**src/rtl/ds_retention_defines.svh**
```systemverilog
`ifndef DS_RETENTION_DEFINES_SVH
`define DS_RETENTION_DEFINES_SVH

// Widths.
`define DSR_PIN_COUNT 16
`define DSR_REG_W 16
`define DSR_ADDR_W 8
`define DSR_WDT_W 37

// Register byte addresses.
`define DSR_OFF_RESET_CAUSE 8'h00
`define DSR_OFF_DS_CONTROL 8'h04
`define DSR_OFF_WAKE_SOURCE 8'h08
`define DSR_OFF_SCRATCH_0 8'h0c
`define DSR_OFF_SCRATCH_1 8'h10
`define DSR_OFF_PIN_DIRECTION 8'h14
`define DSR_OFF_OUTPUT_LATCH 8'h18
`define DSR_OFF_POWER_STATUS 8'h1c

// Reset-cause fields and values.
`define DSR_RC_POR_BIT 0
`define DSR_RC_BOR_BIT 1
`define DSR_RC_EXTR_BIT 7
`define DSR_RC_DEEP_SLEEP_FLAG_BIT 10
`define DSR_RC_MASK 16'he5ff
`define DSR_RC_POR_VALUE 16'h0003

// Deep-sleep control fields.
`define DSR_DC_HOLD_BIT 0
`define DSR_DC_BROWNOUT_BIT 1
`define DSR_DC_ARM_BIT 15

// Wake-source fields and values.
`define DSR_WS_POR_BIT 0
`define DSR_WS_MASTER_CLEAR_PIN_BIT 2
`define DSR_WS_CAL_BIT 3
`define DSR_WS_WDT_BIT 4
`define DSR_WS_FAULT_BIT 7
`define DSR_WS_EXT_BIT 8
`define DSR_WS_MASK 16'h019d
`define DSR_WS_POR_VALUE 16'h0001

// Pin reset state: all inputs, latches low.
`define DSR_DIR_RESET 16'hffff
`define DSR_LAT_RESET 16'h0000

// Arm bit lives two instruction cycles, one clock each.
`define DSR_ARM_LIFE 2'h2

// Watchdog time-out is 2^(base + step * postscale) reference ticks.
`define DSR_WDT_EXP_BASE 6'h06

// Bus answers.
`define DSR_RESP_OKAY 2'h0
`define DSR_RESP_SLVERR 2'h2

`endif

```
**src/rtl/ds_retention_pkg.sv**
```systemverilog
`include "ds_retention_defines.svh"

package ds_retention_pkg;

    // Gray path: active -> deep sleep -> wake reset; the return to active flips both bits.
    typedef enum logic [1:0] {
        ST_ACTIVE = 2'b00,
        ST_DEEP = 2'b01,
        ST_WAKE = 2'b11
    } ds_state_t;

    typedef struct packed {
        logic brownout_en;
        logic wdt_en;
        logic [3:0] wdt_postscale;
        logic wdt_clk_secondary_osc;
        logic cal_clk_secondary_osc;
    } ds_config_t;

    typedef struct packed {
        logic ext_int;
        logic master_clear;
        logic calendar_alarm;
        logic brownout;
        logic fault;
    } wake_events_t;

    typedef struct packed {
        logic [`DSR_PIN_COUNT-1:0] level;
        logic [`DSR_PIN_COUNT-1:0] oe;
    } pin_drive_t;

endpackage

```
**src/rtl/deep_sleep_retention_control.sv**
```systemverilog
`timescale 1ns/100ps
`include "ds_retention_defines.svh"

// Behaviour
// - Pins that were inputs at deep-sleep entry stay undriven throughout deep sleep.
// - Pins that were outputs keep driving their latch level captured at entry.
// - After wake, direction and latch reset; pins stay held while hold bit set.
// - Clearing the hold bit makes pins follow current direction and latch at once.
// - Enabled brown-out or power cycle releases pins and wipes both scratch words.
// - Master clear in deep sleep releases pins but keeps scratch words.
// - Watchdog time-out is set by a four-bit postscale field.
// - A configuration bit picks the watchdog clock: low-power RC or secondary.
// - Enable bit runs the watchdog; its counter clears on every deep-sleep entry.
// - Enabled watchdog starts its clock itself; counting may start late.
// - Deep-sleep brown-out sets control bit 1 and clears hold bit 0; it never wakes.
// - Calendar keeps running from selected oscillator; its alarm wakes the device.
// - Sleep instruction enters deep sleep if arm bit 15 set, else ordinary sleep.
// - Hardware clears the arm bit on wake-up.
// - Reset-cause bit 10 reads one after deep sleep occurred.
// - Software sets or clears any reset-cause flag without causing a reset.
// - Power-on sets reset-cause brown-out bit 1 and power-on bit 0.
// - Wake-source flags: bits 8, 7, 4, 3, 2, 0 set by their causes.
// - Wake-source power-on flag may be set outside deep sleep.
// - Scratch words survive deep sleep; only power-on or enabled deep-sleep brown-out clears.
// - Arm bit clears itself two instruction cycles after being set.
// - Wake generates internal power-on reset; flags and scratch are retained.
module deep_sleep_retention_control (
    input wire logic clk,
    input wire logic nrst,
    input wire logic [`DSR_ADDR_W-1:0] awaddr,
    input wire logic awvalid,
    output logic awready,
    input wire logic [31:0] wdata,
    input wire logic [3:0] wstrb,
    input wire logic wvalid,
    output logic wready,
    output logic [1:0] bresp,
    output logic bvalid,
    input wire logic bready,
    input wire logic [`DSR_ADDR_W-1:0] araddr,
    input wire logic arvalid,
    output logic arready,
    output logic [31:0] rdata,
    output logic [1:0] rresp,
    output logic rvalid,
    input wire logic rready,
    input wire ds_retention_pkg::ds_config_t cfg,
    input wire ds_retention_pkg::wake_events_t events,
    input wire logic power_save_instruction,
    input wire logic low_power_rc_osc_tick,
    input wire logic secondary_osc_tick,
    output ds_retention_pkg::pin_drive_t pins,
    output logic low_power_rc_osc_enable,
    output logic secondary_osc_enable,
    output logic calendar_tick,
    output logic internal_por,
    output logic sleep_entered,
    output logic deep_sleep_active
);

    ds_retention_pkg::ds_state_t state;
    ds_retention_pkg::ds_state_t next_state;
    logic [`DSR_REG_W-1:0] reset_cause_control;
    logic [`DSR_REG_W-1:0] deep_sleep_wake_source;
    logic [`DSR_REG_W-1:0] persistent_scratch_0;
    logic [`DSR_REG_W-1:0] persistent_scratch_1;
    logic deep_sleep_arm;
    logic [1:0] arm_age;
    logic deep_sleep_brownout;
    logic pin_hold;
    logic [`DSR_PIN_COUNT-1:0] pin_direction;
    logic [`DSR_PIN_COUNT-1:0] output_latch;
    logic [`DSR_PIN_COUNT-1:0] held_direction;
    logic [`DSR_PIN_COUNT-1:0] held_latch;
    logic [`DSR_WDT_W-1:0] wdt_count;
    logic woke_by_master_clear_pin;

    // Operating-state decode.
    wire in_active = (state == ds_retention_pkg::ST_ACTIVE);
    wire in_deep = (state == ds_retention_pkg::ST_DEEP);
    wire in_wake = (state == ds_retention_pkg::ST_WAKE);
    wire enter_deep = in_active & power_save_instruction & deep_sleep_arm;
    wire enter_sleep = in_active & power_save_instruction & ~deep_sleep_arm;
    wire brownout_hit = in_deep & cfg.brownout_en & events.brownout;
    wire master_clear_pin_hit = in_deep & events.master_clear;

    // Watchdog reference and threshold; the tick only counts once the chosen
    // oscillator is actually running, so a cold start simply delays time-out.
    wire wdt_run = in_deep & cfg.wdt_en;
    wire wdt_ref_tick = cfg.wdt_clk_secondary_osc ? secondary_osc_tick : low_power_rc_osc_tick;
    wire [5:0] wdt_exp = {1'b0, cfg.wdt_postscale, 1'b0} + `DSR_WDT_EXP_BASE;
    wire [`DSR_WDT_W-1:0] wdt_limit = {{(`DSR_WDT_W-1){1'b0}}, 1'b1} << wdt_exp;
    wire wdt_timeout = wdt_run & (wdt_count == wdt_limit);
    wire wake_now = in_deep & (events.ext_int | events.calendar_alarm | wdt_timeout
        | events.master_clear);

    // Oscillator requests: calendar always runs, watchdog only in deep sleep.
    assign low_power_rc_osc_enable = (wdt_run & ~cfg.wdt_clk_secondary_osc) | ~cfg.cal_clk_secondary_osc;
    assign secondary_osc_enable = (wdt_run & cfg.wdt_clk_secondary_osc) | cfg.cal_clk_secondary_osc;
    assign calendar_tick = cfg.cal_clk_secondary_osc ? secondary_osc_enable & secondary_osc_tick : low_power_rc_osc_tick;
    assign deep_sleep_active = in_deep;

    // Next state.
    always_comb begin
        case (state)
            ds_retention_pkg::ST_ACTIVE: next_state = enter_deep ?
                ds_retention_pkg::ST_DEEP : ds_retention_pkg::ST_ACTIVE;
            ds_retention_pkg::ST_DEEP: next_state = wake_now ?
                ds_retention_pkg::ST_WAKE : ds_retention_pkg::ST_DEEP;
            ds_retention_pkg::ST_WAKE: next_state = ds_retention_pkg::ST_ACTIVE;
            default: next_state = ds_retention_pkg::ST_ACTIVE;
        endcase
    end

    // State register; the wake state is the one-cycle internal power-on reset.
    always_ff @(posedge clk) begin
        if (!nrst) begin
            state <= ds_retention_pkg::ST_ACTIVE;
            internal_por <= 1'b0;
            sleep_entered <= 1'b0;
            woke_by_master_clear_pin <= 1'b0;
        end else begin
            state <= next_state;
            internal_por <= (next_state == ds_retention_pkg::ST_WAKE);
            sleep_entered <= enter_sleep;
            woke_by_master_clear_pin <= master_clear_pin_hit;
        end
    end

    // Write channel: address and data are taken together, one write at a time.
    wire wr_fire = awvalid & wvalid & ~bvalid;
    assign awready = wr_fire;
    assign wready = wr_fire;
    wire wr_rc = wr_fire & (awaddr == `DSR_OFF_RESET_CAUSE);
    wire wr_dc = wr_fire & (awaddr == `DSR_OFF_DS_CONTROL);
    wire wr_ws = wr_fire & (awaddr == `DSR_OFF_WAKE_SOURCE);
    wire wr_s0 = wr_fire & (awaddr == `DSR_OFF_SCRATCH_0);
    wire wr_s1 = wr_fire & (awaddr == `DSR_OFF_SCRATCH_1);
    wire wr_dir = wr_fire & (awaddr == `DSR_OFF_PIN_DIRECTION);
    wire wr_lat = wr_fire & (awaddr == `DSR_OFF_OUTPUT_LATCH);
    wire wr_known = wr_rc | wr_dc | wr_ws | wr_s0 | wr_s1 | wr_dir | wr_lat
        | (awaddr == `DSR_OFF_POWER_STATUS);
    wire [`DSR_REG_W-1:0] wmask = {{8{wstrb[1]}}, {8{wstrb[0]}}};

    // Merges written byte lanes into an old 16-bit value.
    function automatic logic [`DSR_REG_W-1:0] merge(input logic [`DSR_REG_W-1:0] old,
        input logic [`DSR_REG_W-1:0] data, input logic [`DSR_REG_W-1:0] lanes);
        merge = (old & ~lanes) | (data & lanes);
    endfunction

    wire [`DSR_REG_W-1:0] wdata16 = wdata[`DSR_REG_W-1:0];
    wire [`DSR_REG_W-1:0] dc_now = {deep_sleep_arm, 13'h0000, deep_sleep_brownout, pin_hold};
    wire [`DSR_REG_W-1:0] dc_new = merge(dc_now, wdata16, wmask);
    wire arm_write = wr_dc & wstrb[1] & dc_new[`DSR_DC_ARM_BIT];

    // Write response.
    always_ff @(posedge clk) begin
        if (!nrst) begin
            bvalid <= 1'b0;
            bresp <= `DSR_RESP_OKAY;
        end else if (wr_fire) begin
            bvalid <= 1'b1;
            bresp <= wr_known ? `DSR_RESP_OKAY : `DSR_RESP_SLVERR;
        end else if (bready) begin
            bvalid <= 1'b0;
        end
    end

    // Reset-cause flags survive the wake reset; software writes never reset.
    always_ff @(posedge clk) begin
        if (!nrst) begin
            reset_cause_control <= `DSR_RC_POR_VALUE;
        end else begin
            if (wr_rc) begin
                reset_cause_control <= merge(reset_cause_control, wdata16, wmask)
                    & `DSR_RC_MASK;
            end
            if (in_wake) begin
                reset_cause_control[`DSR_RC_DEEP_SLEEP_FLAG_BIT] <= 1'b1;
            end
            if (in_wake & woke_by_master_clear_pin) begin
                reset_cause_control[`DSR_RC_EXTR_BIT] <= 1'b1;
            end
        end
    end

    // Arm bit: self-clears after its short lifetime so a stray sleep later
    // falls into ordinary sleep; it freezes during deep sleep and clears on wake.
    always_ff @(posedge clk) begin
        if (!nrst) begin
            deep_sleep_arm <= 1'b0;
            arm_age <= 2'h0;
        end else if (in_wake) begin
            deep_sleep_arm <= 1'b0;
            arm_age <= 2'h0;
        end else if (arm_write) begin
            deep_sleep_arm <= 1'b1;
            arm_age <= 2'h0;
        end else if (in_active & deep_sleep_arm) begin
            arm_age <= arm_age + 2'h1;
            if (arm_age == `DSR_ARM_LIFE - 2'h1) begin
                deep_sleep_arm <= 1'b0;
            end
        end
    end

    // Brown-out status and pin hold; hardware sets win over a same-cycle write.
    always_ff @(posedge clk) begin
        if (!nrst) begin
            deep_sleep_brownout <= 1'b0;
            pin_hold <= 1'b0;
        end else begin
            if (wr_dc & wstrb[0]) begin
                deep_sleep_brownout <= dc_new[`DSR_DC_BROWNOUT_BIT];
                pin_hold <= dc_new[`DSR_DC_HOLD_BIT];
            end
            if (brownout_hit) begin
                deep_sleep_brownout <= 1'b1;
            end
            if (enter_deep) begin
                pin_hold <= 1'b1;
            end else if (brownout_hit | master_clear_pin_hit) begin
                pin_hold <= 1'b0;
            end
        end
    end

    // Wake sources: cleared on entry, then set by what happens in deep sleep.
    always_ff @(posedge clk) begin
        if (!nrst) begin
            deep_sleep_wake_source <= `DSR_WS_POR_VALUE;
        end else if (enter_deep) begin
            deep_sleep_wake_source <= 16'h0000;
        end else begin
            if (wr_ws) begin
                deep_sleep_wake_source <= merge(deep_sleep_wake_source, wdata16, wmask)
                    & `DSR_WS_MASK;
            end
            if (in_deep & events.ext_int) begin
                deep_sleep_wake_source[`DSR_WS_EXT_BIT] <= 1'b1;
            end
            if (in_deep & events.fault) begin
                deep_sleep_wake_source[`DSR_WS_FAULT_BIT] <= 1'b1;
            end
            if (wdt_timeout) begin
                deep_sleep_wake_source[`DSR_WS_WDT_BIT] <= 1'b1;
            end
            if (in_deep & events.calendar_alarm) begin
                deep_sleep_wake_source[`DSR_WS_CAL_BIT] <= 1'b1;
            end
            if (master_clear_pin_hit) begin
                deep_sleep_wake_source[`DSR_WS_MASTER_CLEAR_PIN_BIT] <= 1'b1;
            end
        end
    end

    // Scratch words: only a power-on or an enabled brown-out wipes them.
    always_ff @(posedge clk) begin
        if (!nrst) begin
            persistent_scratch_0 <= 16'h0000;
            persistent_scratch_1 <= 16'h0000;
        end else if (brownout_hit) begin
            persistent_scratch_0 <= 16'h0000;
            persistent_scratch_1 <= 16'h0000;
        end else begin
            if (wr_s0) begin
                persistent_scratch_0 <= merge(persistent_scratch_0, wdata16, wmask);
            end
            if (wr_s1) begin
                persistent_scratch_1 <= merge(persistent_scratch_1, wdata16, wmask);
            end
        end
    end

    // Direction and latch take power-on values on the wake reset.
    always_ff @(posedge clk) begin
        if (!nrst || in_wake) begin
            pin_direction <= `DSR_DIR_RESET;
            output_latch <= `DSR_LAT_RESET;
        end else begin
            if (wr_dir) begin
                pin_direction <= merge(pin_direction, wdata16, wmask);
            end
            if (wr_lat) begin
                output_latch <= merge(output_latch, wdata16, wmask);
            end
        end
    end

    // Snapshot tracks the live settings while released and freezes on hold.
    always_ff @(posedge clk) begin
        if (!nrst) begin
            held_direction <= `DSR_DIR_RESET;
            held_latch <= `DSR_LAT_RESET;
        end else if (!pin_hold) begin
            held_direction <= pin_direction;
            held_latch <= output_latch;
        end
    end

    // Pin drivers, one slice per pin; while held, register writes never reach them.
    genvar gi;
    generate
        for (gi = 0; gi < `DSR_PIN_COUNT; gi++) begin : g_pin
            wire dir_bit = pin_hold ? held_direction[gi] : pin_direction[gi];
            assign pins.oe[gi] = ~dir_bit;
            assign pins.level[gi] = pin_hold ? held_latch[gi] : output_latch[gi];
        end
    endgenerate

    // Watchdog counter restarts at every entry and counts reference ticks.
    always_ff @(posedge clk) begin
        if (!nrst || enter_deep) begin
            wdt_count <= '0;
        end else if (wdt_run & wdt_ref_tick & ~wdt_timeout) begin
            wdt_count <= wdt_count + {{(`DSR_WDT_W-1){1'b0}}, 1'b1};
        end
    end

    // Read channel: one registered answer, the cycle after the address is taken.
    wire rd_fire = arvalid & ~rvalid;
    assign arready = ~rvalid;
    logic [`DSR_REG_W-1:0] rd_value;
    logic rd_known;
    always_comb begin
        rd_known = 1'b1;
        case (araddr)
            `DSR_OFF_RESET_CAUSE: rd_value = reset_cause_control;
            `DSR_OFF_DS_CONTROL: rd_value = dc_now;
            `DSR_OFF_WAKE_SOURCE: rd_value = deep_sleep_wake_source;
            `DSR_OFF_SCRATCH_0: rd_value = persistent_scratch_0;
            `DSR_OFF_SCRATCH_1: rd_value = persistent_scratch_1;
            `DSR_OFF_PIN_DIRECTION: rd_value = pin_direction;
            `DSR_OFF_OUTPUT_LATCH: rd_value = output_latch;
            `DSR_OFF_POWER_STATUS: rd_value = {14'h0000, state};
            default: begin
                rd_value = 16'h0000;
                rd_known = 1'b0;
            end
        endcase
    end

    always_ff @(posedge clk) begin
        if (!nrst) begin
            rvalid <= 1'b0;
            rdata <= 32'h00000000;
            rresp <= `DSR_RESP_OKAY;
        end else if (rd_fire) begin
            rvalid <= 1'b1;
            rdata <= {16'h0000, rd_value};
            rresp <= rd_known ? `DSR_RESP_OKAY : `DSR_RESP_SLVERR;
        end else if (rready) begin
            rvalid <= 1'b0;
        end
    end
endmodule

```
**config.mk**
```make
export PLATFORM = sky130hd
export DESIGN_NAME = deep_sleep_retention_control
export DESIGN_NICKNAME = d
export VERILOG_FILES = /design/src/rtl/ds_retention_pkg.sv /design/src/rtl/deep_sleep_retention_control.sv
export VERILOG_INCLUDE_DIRS = /design/src /design/src/rtl
export SDC_FILE = /design/constraint.sdc
export NUM_CORES = 1
export LEC_CHECK = 0
export BUFFER_PORTS_ARGS = -buffer_cell sky130_fd_sc_hd__buf_2
export CORE_MARGIN = 10
export CORE_UTILIZATION = 41
export DETAILED_ROUTE_END_ITERATION = 16
export GPL_TIMING_DRIVEN = 0
export PLACE_DENSITY = 0.66
export SLEW_MARGIN = 20
export SYNTH_ARGS = -nofsm -noshare
export SYNTH_HDL_FRONTEND = slang
export SYNTH_SLANG_ARGS = --single-unit
```
**constraint.sdc**
```tcl
create_clock -name clk -period 2.2 [get_ports clk]
set_clock_uncertainty 0.05 [all_clocks]
set_input_delay 0.22 -clock clk [delete_from_list [all_inputs] [get_ports clk]]
set_output_delay 0.22 -clock clk [all_outputs]
set_load 0.01 [all_outputs]
```
Word level (Yosys, flattened, before mapping)
Cells that the tools add are included.
{"block": "totals", "inputBits": 75, "wordCells": 225, "reg_bits": 184, "out_inout_bits": 79}
{"block": "op_classes", "n_shift": 1, "bitwise": 84, "n_reduce_logical": 26, "mux": 63, "n_addsub": 3, "eq_ne": 19}
{"cell": "case mux 16 bit (8 select lines)", "count": 1}
{"cell": "AND 16 bit", "count": 7}
{"cell": "bitwise OR 16 bit", "count": 6}
{"cell": "equality test 8 x 5 -> 1 bit (second input constant)", "count": 8}
{"cell": "two-way mux 1 bit", "count": 56}
{"cell": "adder 37 x 1 -> 37 bit (second input constant)", "count": 1}
{"cell": "equality test 37 bit", "count": 1}
{"cell": "<< shifter 1 x 6 -> 37 bit (first input constant)", "count": 1}
{"cell": "AND 1 bit", "count": 32}
{"cell": "equality test 8 x 4 -> 1 bit (second input constant)", "count": 4}
{"cell": "nonzero test 2 bit", "count": 13}
{"cell": "inverter 1 bit", "count": 23}
{"cell": "equality test 8 x 3 -> 1 bit (second input constant)", "count": 2}
{"cell": "logical NOT 8 bit", "count": 2}
{"cell": "inverter 16 bit", "count": 1}
{"cell": "bitwise OR 1 bit", "count": 13}
{"cell": "two-way mux 11 bit", "count": 1}
{"cell": "AND 9 bit", "count": 1}
{"cell": "two-way mux 9 bit", "count": 1}
{"cell": "bitwise OR 9 bit", "count": 1}
{"cell": "OR reduction 8 bit", "count": 1}
{"cell": "adder 5 x 3 -> 6 bit (second input constant)", "count": 1}
{"cell": "two-way mux 2 bit", "count": 3}
{"cell": "OR reduction 2 bit", "count": 3}
{"cell": "10 further kinds", "count": 13}

Longest topological paths before layout
{"block": "depth", "ltp_word": 11, "mapped_depth": 8}

Worst setup path after synthesis
No wires, ideal clock.
{"block": "synth_timing", "path_type": "reg2reg", "start": "register bvalid", "end": "register (tool-made name)", "slack_ns": 0.185, "path_buffers": 1, "path_stages_with_launch": 8, "arrival_ns": 1.838, "required_ns": 2.022, "path_cell_list": "dfxtp_1 and3b_1 clkbuf_1 and2_1 nor3b_2 nand4_2 mux2i_1 nor2_1"}
{"element": "start, declared", "line": "deep_sleep_retention_control.sv:38", "rtl": "output logic bvalid,"}
{"element": "start signal, assigned", "line": "deep_sleep_retention_control.sv:159", "rtl": "bvalid <= 1'b0;"}
{"element": "start signal, assigned", "line": "deep_sleep_retention_control.sv:162", "rtl": "bvalid <= 1'b1;"}
{"element": "start signal, assigned", "line": "deep_sleep_retention_control.sv:165", "rtl": "bvalid <= 1'b0;"}

Worst setup path after layout
{"block": "layout_timing", "start": "register wdt_count[6]", "end": "register wdt_count[24]"}
{"block": "layout_via", "elab_chain_len": 4, "word_cells_on_any_way": 5, "classes_between": "1 x add/sub; 1 x eq/ne; 3 x bitwise"}
{"element": "start, declared", "line": "deep_sleep_retention_control.sv:75", "rtl": "logic [`DSR_WDT_W-1:0] wdt_count;"}
{"element": "start signal, assigned", "line": "deep_sleep_retention_control.sv:316", "rtl": "wdt_count <= wdt_count + {{(`DSR_WDT_W-1){1'b0}}, 1'b1};"}
{"element": "branches (longest 4 deep; another with adder 37 x 1 -> 37 bit)"}
Several ways; the timed one is not identified.
A chain may end at the register's enable or synchronous reset.

==> run summary <==
The source-to-sink clock delay at the later pin of the worst-skew pair is 440 ps. In this run the power density over the cells is 660 nW/µm². In this run, synthesis produced a sequential element count of 182. On the final layout, the worst hold slack is 8.83 ps.

The critical path goes through and4_4 > nand4_4 > or4_4 > or3_1 > a21oi_1. The number of cells produced by synthesis was 941; the share of the cycle needed by the critical path after routing was 0.959. Derived from the worst setup path, the maximum achievable clock frequency is 474 MHz. Of all nets on the critical path, the largest fanout is 7. The average instance in the mapped netlist occupies 8.95 µm².

The count of TritonRoute iterations in the first routing pass is 5, and the cell area after layout is 10,300 µm². STA classifies the critical path startpoint as a register. The proportion of netlist area held by the largest area contributor was 0.432; the total core area was 20,200 µm².

The worst-case IR drop observed on VDD is 0.000528 V. Setup violations remaining at the end of the flow were counted as 0. For this run, the leading register cell type out of synthesis is sky130_fd_sc_hd__dfxtp_1. Summed over all nets, the half-perimeter wirelength after detailed placement is 19,200 µm. The largest individual stage delay along the critical path comes from the cell sky130_fd_sc_hd__or4_4. After synthesis, the cell types taking the most area are sky130_fd_sc_hd__dfxtp_1, sky130_fd_sc_hd__mux2i_1, sky130_fd_sc_hd__nand2_1. The accumulated negative setup slack was 0 ps; the overall power consumption was 6.81 mW. The total number of placement rows is 52, and the delay of the slowest cell on the worst path is 610 ps. For the total number of vias, the log shows 7,470.

For this run, the number of Yosys warnings is 0. The required time at the worst-slack endpoint was 2520 ps. For the worst setup path, the data arrival time is 2430 ps.

Number of top-level pins: 154. The netlist uses 68 different library cells. After filler insertion, the fill cell instance count of the layout stands at 1,904. The end-of-flow core utilization was 0.510. The measured slew at the worst slew-check pin was 878 ps. During placement, the flow inserted port buffers numbering 115. From bottom edge to top edge, the die measures 163 µm.

In the final routed layout, each cell accounts on average for 18.6 µm. The die area is 26,700 µm². In the routed layout, each cell is associated on average with a via count of 5.39. After detailed placement, the total cell area comes to 9400 µm².

TritonCTS built the clock tree. The share of layout cells above drive strength 1 came out at 0.246. For the violation count after the first detailed-routing iteration, the log shows 725. The cell type with the largest total area after synthesis was sky130_fd_sc_hd__dfxtp_1.

Number of levels the H-tree was split into: 4. Number of antenna violations at the first check in global routing: 3. The logs give 0 for the number of pins with negative max-slew slack in the final report and 2 for the largest buffer count on any clock path. The max-cap violation count is 0. Sorting the synthesized cells by how often they occur yields sky130_fd_sc_hd__dfxtp_1, sky130_fd_sc_hd__nand2_1, sky130_fd_sc_hd__nor2_1. The global placement routability congestion is 0.938. After synthesis the cells add up to 8430 µm². The all-layer global routing usage was 0.188. The tools report the number of nets with antenna violations after detailed routing as 0. The total number of clock tree sinks is 182. The tree is rooted in a sky130_fd_sc_hd__clkbuf_16. The run gives 1,180 as the layout net count.

The flow ran to the end, and the final reports show no timing, DRC or antenna violations. The total grt overflow was 0. The number of clock buffers added by TritonCTS is 17. Leading cell type by number of instances after synthesis: sky130_fd_sc_hd__dfxtp_1.

The type of the tightest min-delay check is primary input to register. In the routed design, unresolved DRC markers number 0. The clock period minus final worst setup slack was 2110 ps. The critical path contains buffers and inverters numbering 0 combined. The sequential-to-total area share from yosys stat is 0.432, and the signed area change from the synthesized netlist to the final layout is 22.5%. The element type at the critical path end is a register. The floorplan step set the die width to 163 µm.

Kind of cell adding the most delay to the critical path: simple AND/OR/NAND/NOR gates. The initial core utilization was 0.416; the share of synthesized flip-flops with an asynchronous set or reset was 0. The critical path is of the register to register type.

The tools report the via count of the first global-routing pass as 7,167. Entering global routing, the biggest net connects 20 pins. The number of synthesized flops with an enable pin is 0, and the static leakage is 4.18 nW.

The tools report the routed wire length as 25,800 µm. The wire length of the first global-routing pass is 39,600 µm, and the headroom to the max-slew limit is 0.410. Count of endpoints failing hold in the final timing report: 0. The clock transition time at the flip-flop clock pins of the worst setup and hold paths works out to 70 ps.
cell families after synthesis:
family	share of synthesized area
buf+inv	0.0446
compound gates	0.114
fa+ha+maj	0.00297
simple gates	0.254
mux	0.118
flops	0.432
xor+xnor	0.0333
other cells	0.000445
routing by layer:
metal	share of wire	GRT usage
met4	0.019	0.0586
met3	0.080	0.0435
met5	0.00027	0
met2	0.46	0.291
met1	0.44	0.252
where the power goes:
group / internal [mW] / leakage, nW / total, mW / switching, mW
Combinational: 0.136 / 2.41 / 0.388 / 0.251
Clock: 1.63 / 0.293 / 3.12 / 1.49
Sequential: 3.30 / 1.47 / 3.30 / 0.00422
Total: 5.07 / 4.18 / 6.81 / 1.74
cell usage in the layout (no fill, tap or decap), types with 19 or more instances in the layout:
master,n
sky130_fd_sc_hd__mux2i_1,71
sky130_fd_sc_hd__buf_2,125
sky130_fd_sc_hd__xor2_1,19
sky130_fd_sc_hd__buf_4,33
sky130_fd_sc_hd__clkbuf_1,19
sky130_fd_sc_hd__o21ai_0,23
sky130_fd_sc_hd__dfxtp_1,174
sky130_fd_sc_hd__nor2_1,74
sky130_fd_sc_hd__nand3_1,26
sky130_fd_sc_hd__mux2_2,23
sky130_fd_sc_hd__nand2_1,154
sky130_fd_sc_hd__a21oi_1,52
sky130_fd_sc_hd__and2_1,23
area by class of cell:
class | count | area (µm²) | area share
Timing Repair Buffer | 130 | 708 | 0.0686
Clock inverter | 15 | 186 | 0.0181
Clock buffer | 17 | 425 | 0.0412
Inverter | 11 | 41.3 | 0.00400
Buffer | 61 | 337 | 0.0326
Antenna cell | 1 | 2.50 | 0.000242
Multi-Input combinational cell | 700 | 4630 | 0.449
Sequential cell | 182 | 3650 | 0.354
Tap cell | 270 | 338 | 0.0327
metrics by stage:
| stage | worst slack, ps | cells |
|---|---|---|
| after global routing | -18.3 | 1387 |
| after floorplan | 185 | 958 |
| after global placement | -457 | 1343 |
| after CTS | -103 | 1377 |
| final | 91.0 | 1387 |
| after detailed placement | -477 | 1343 |
what timing repair did:
action                                  in CTS  in global routing
setup buffers                                0                 12
resized for setup                           20                 29
pin swaps                                    0                  4
endpoints found under the hold margin        2                  0
hold buffers                                 3                  0
endpoints found under the setup margin     108                120
path summary, 6_finish.rpt:
kind                 from                        to  slack, ps  depth (start not counted)
min reg2reg      rdata[6]                  rdata[6]        400                          2
max reg2reg  wdt_count[6]             wdt_count[24]         90                          5
max          wdt_count[6]             wdt_count[24]         90                          5
min             events[3]  woke_by_master_clear_pin          9                          2
Power figures use the tool's default switching activity.
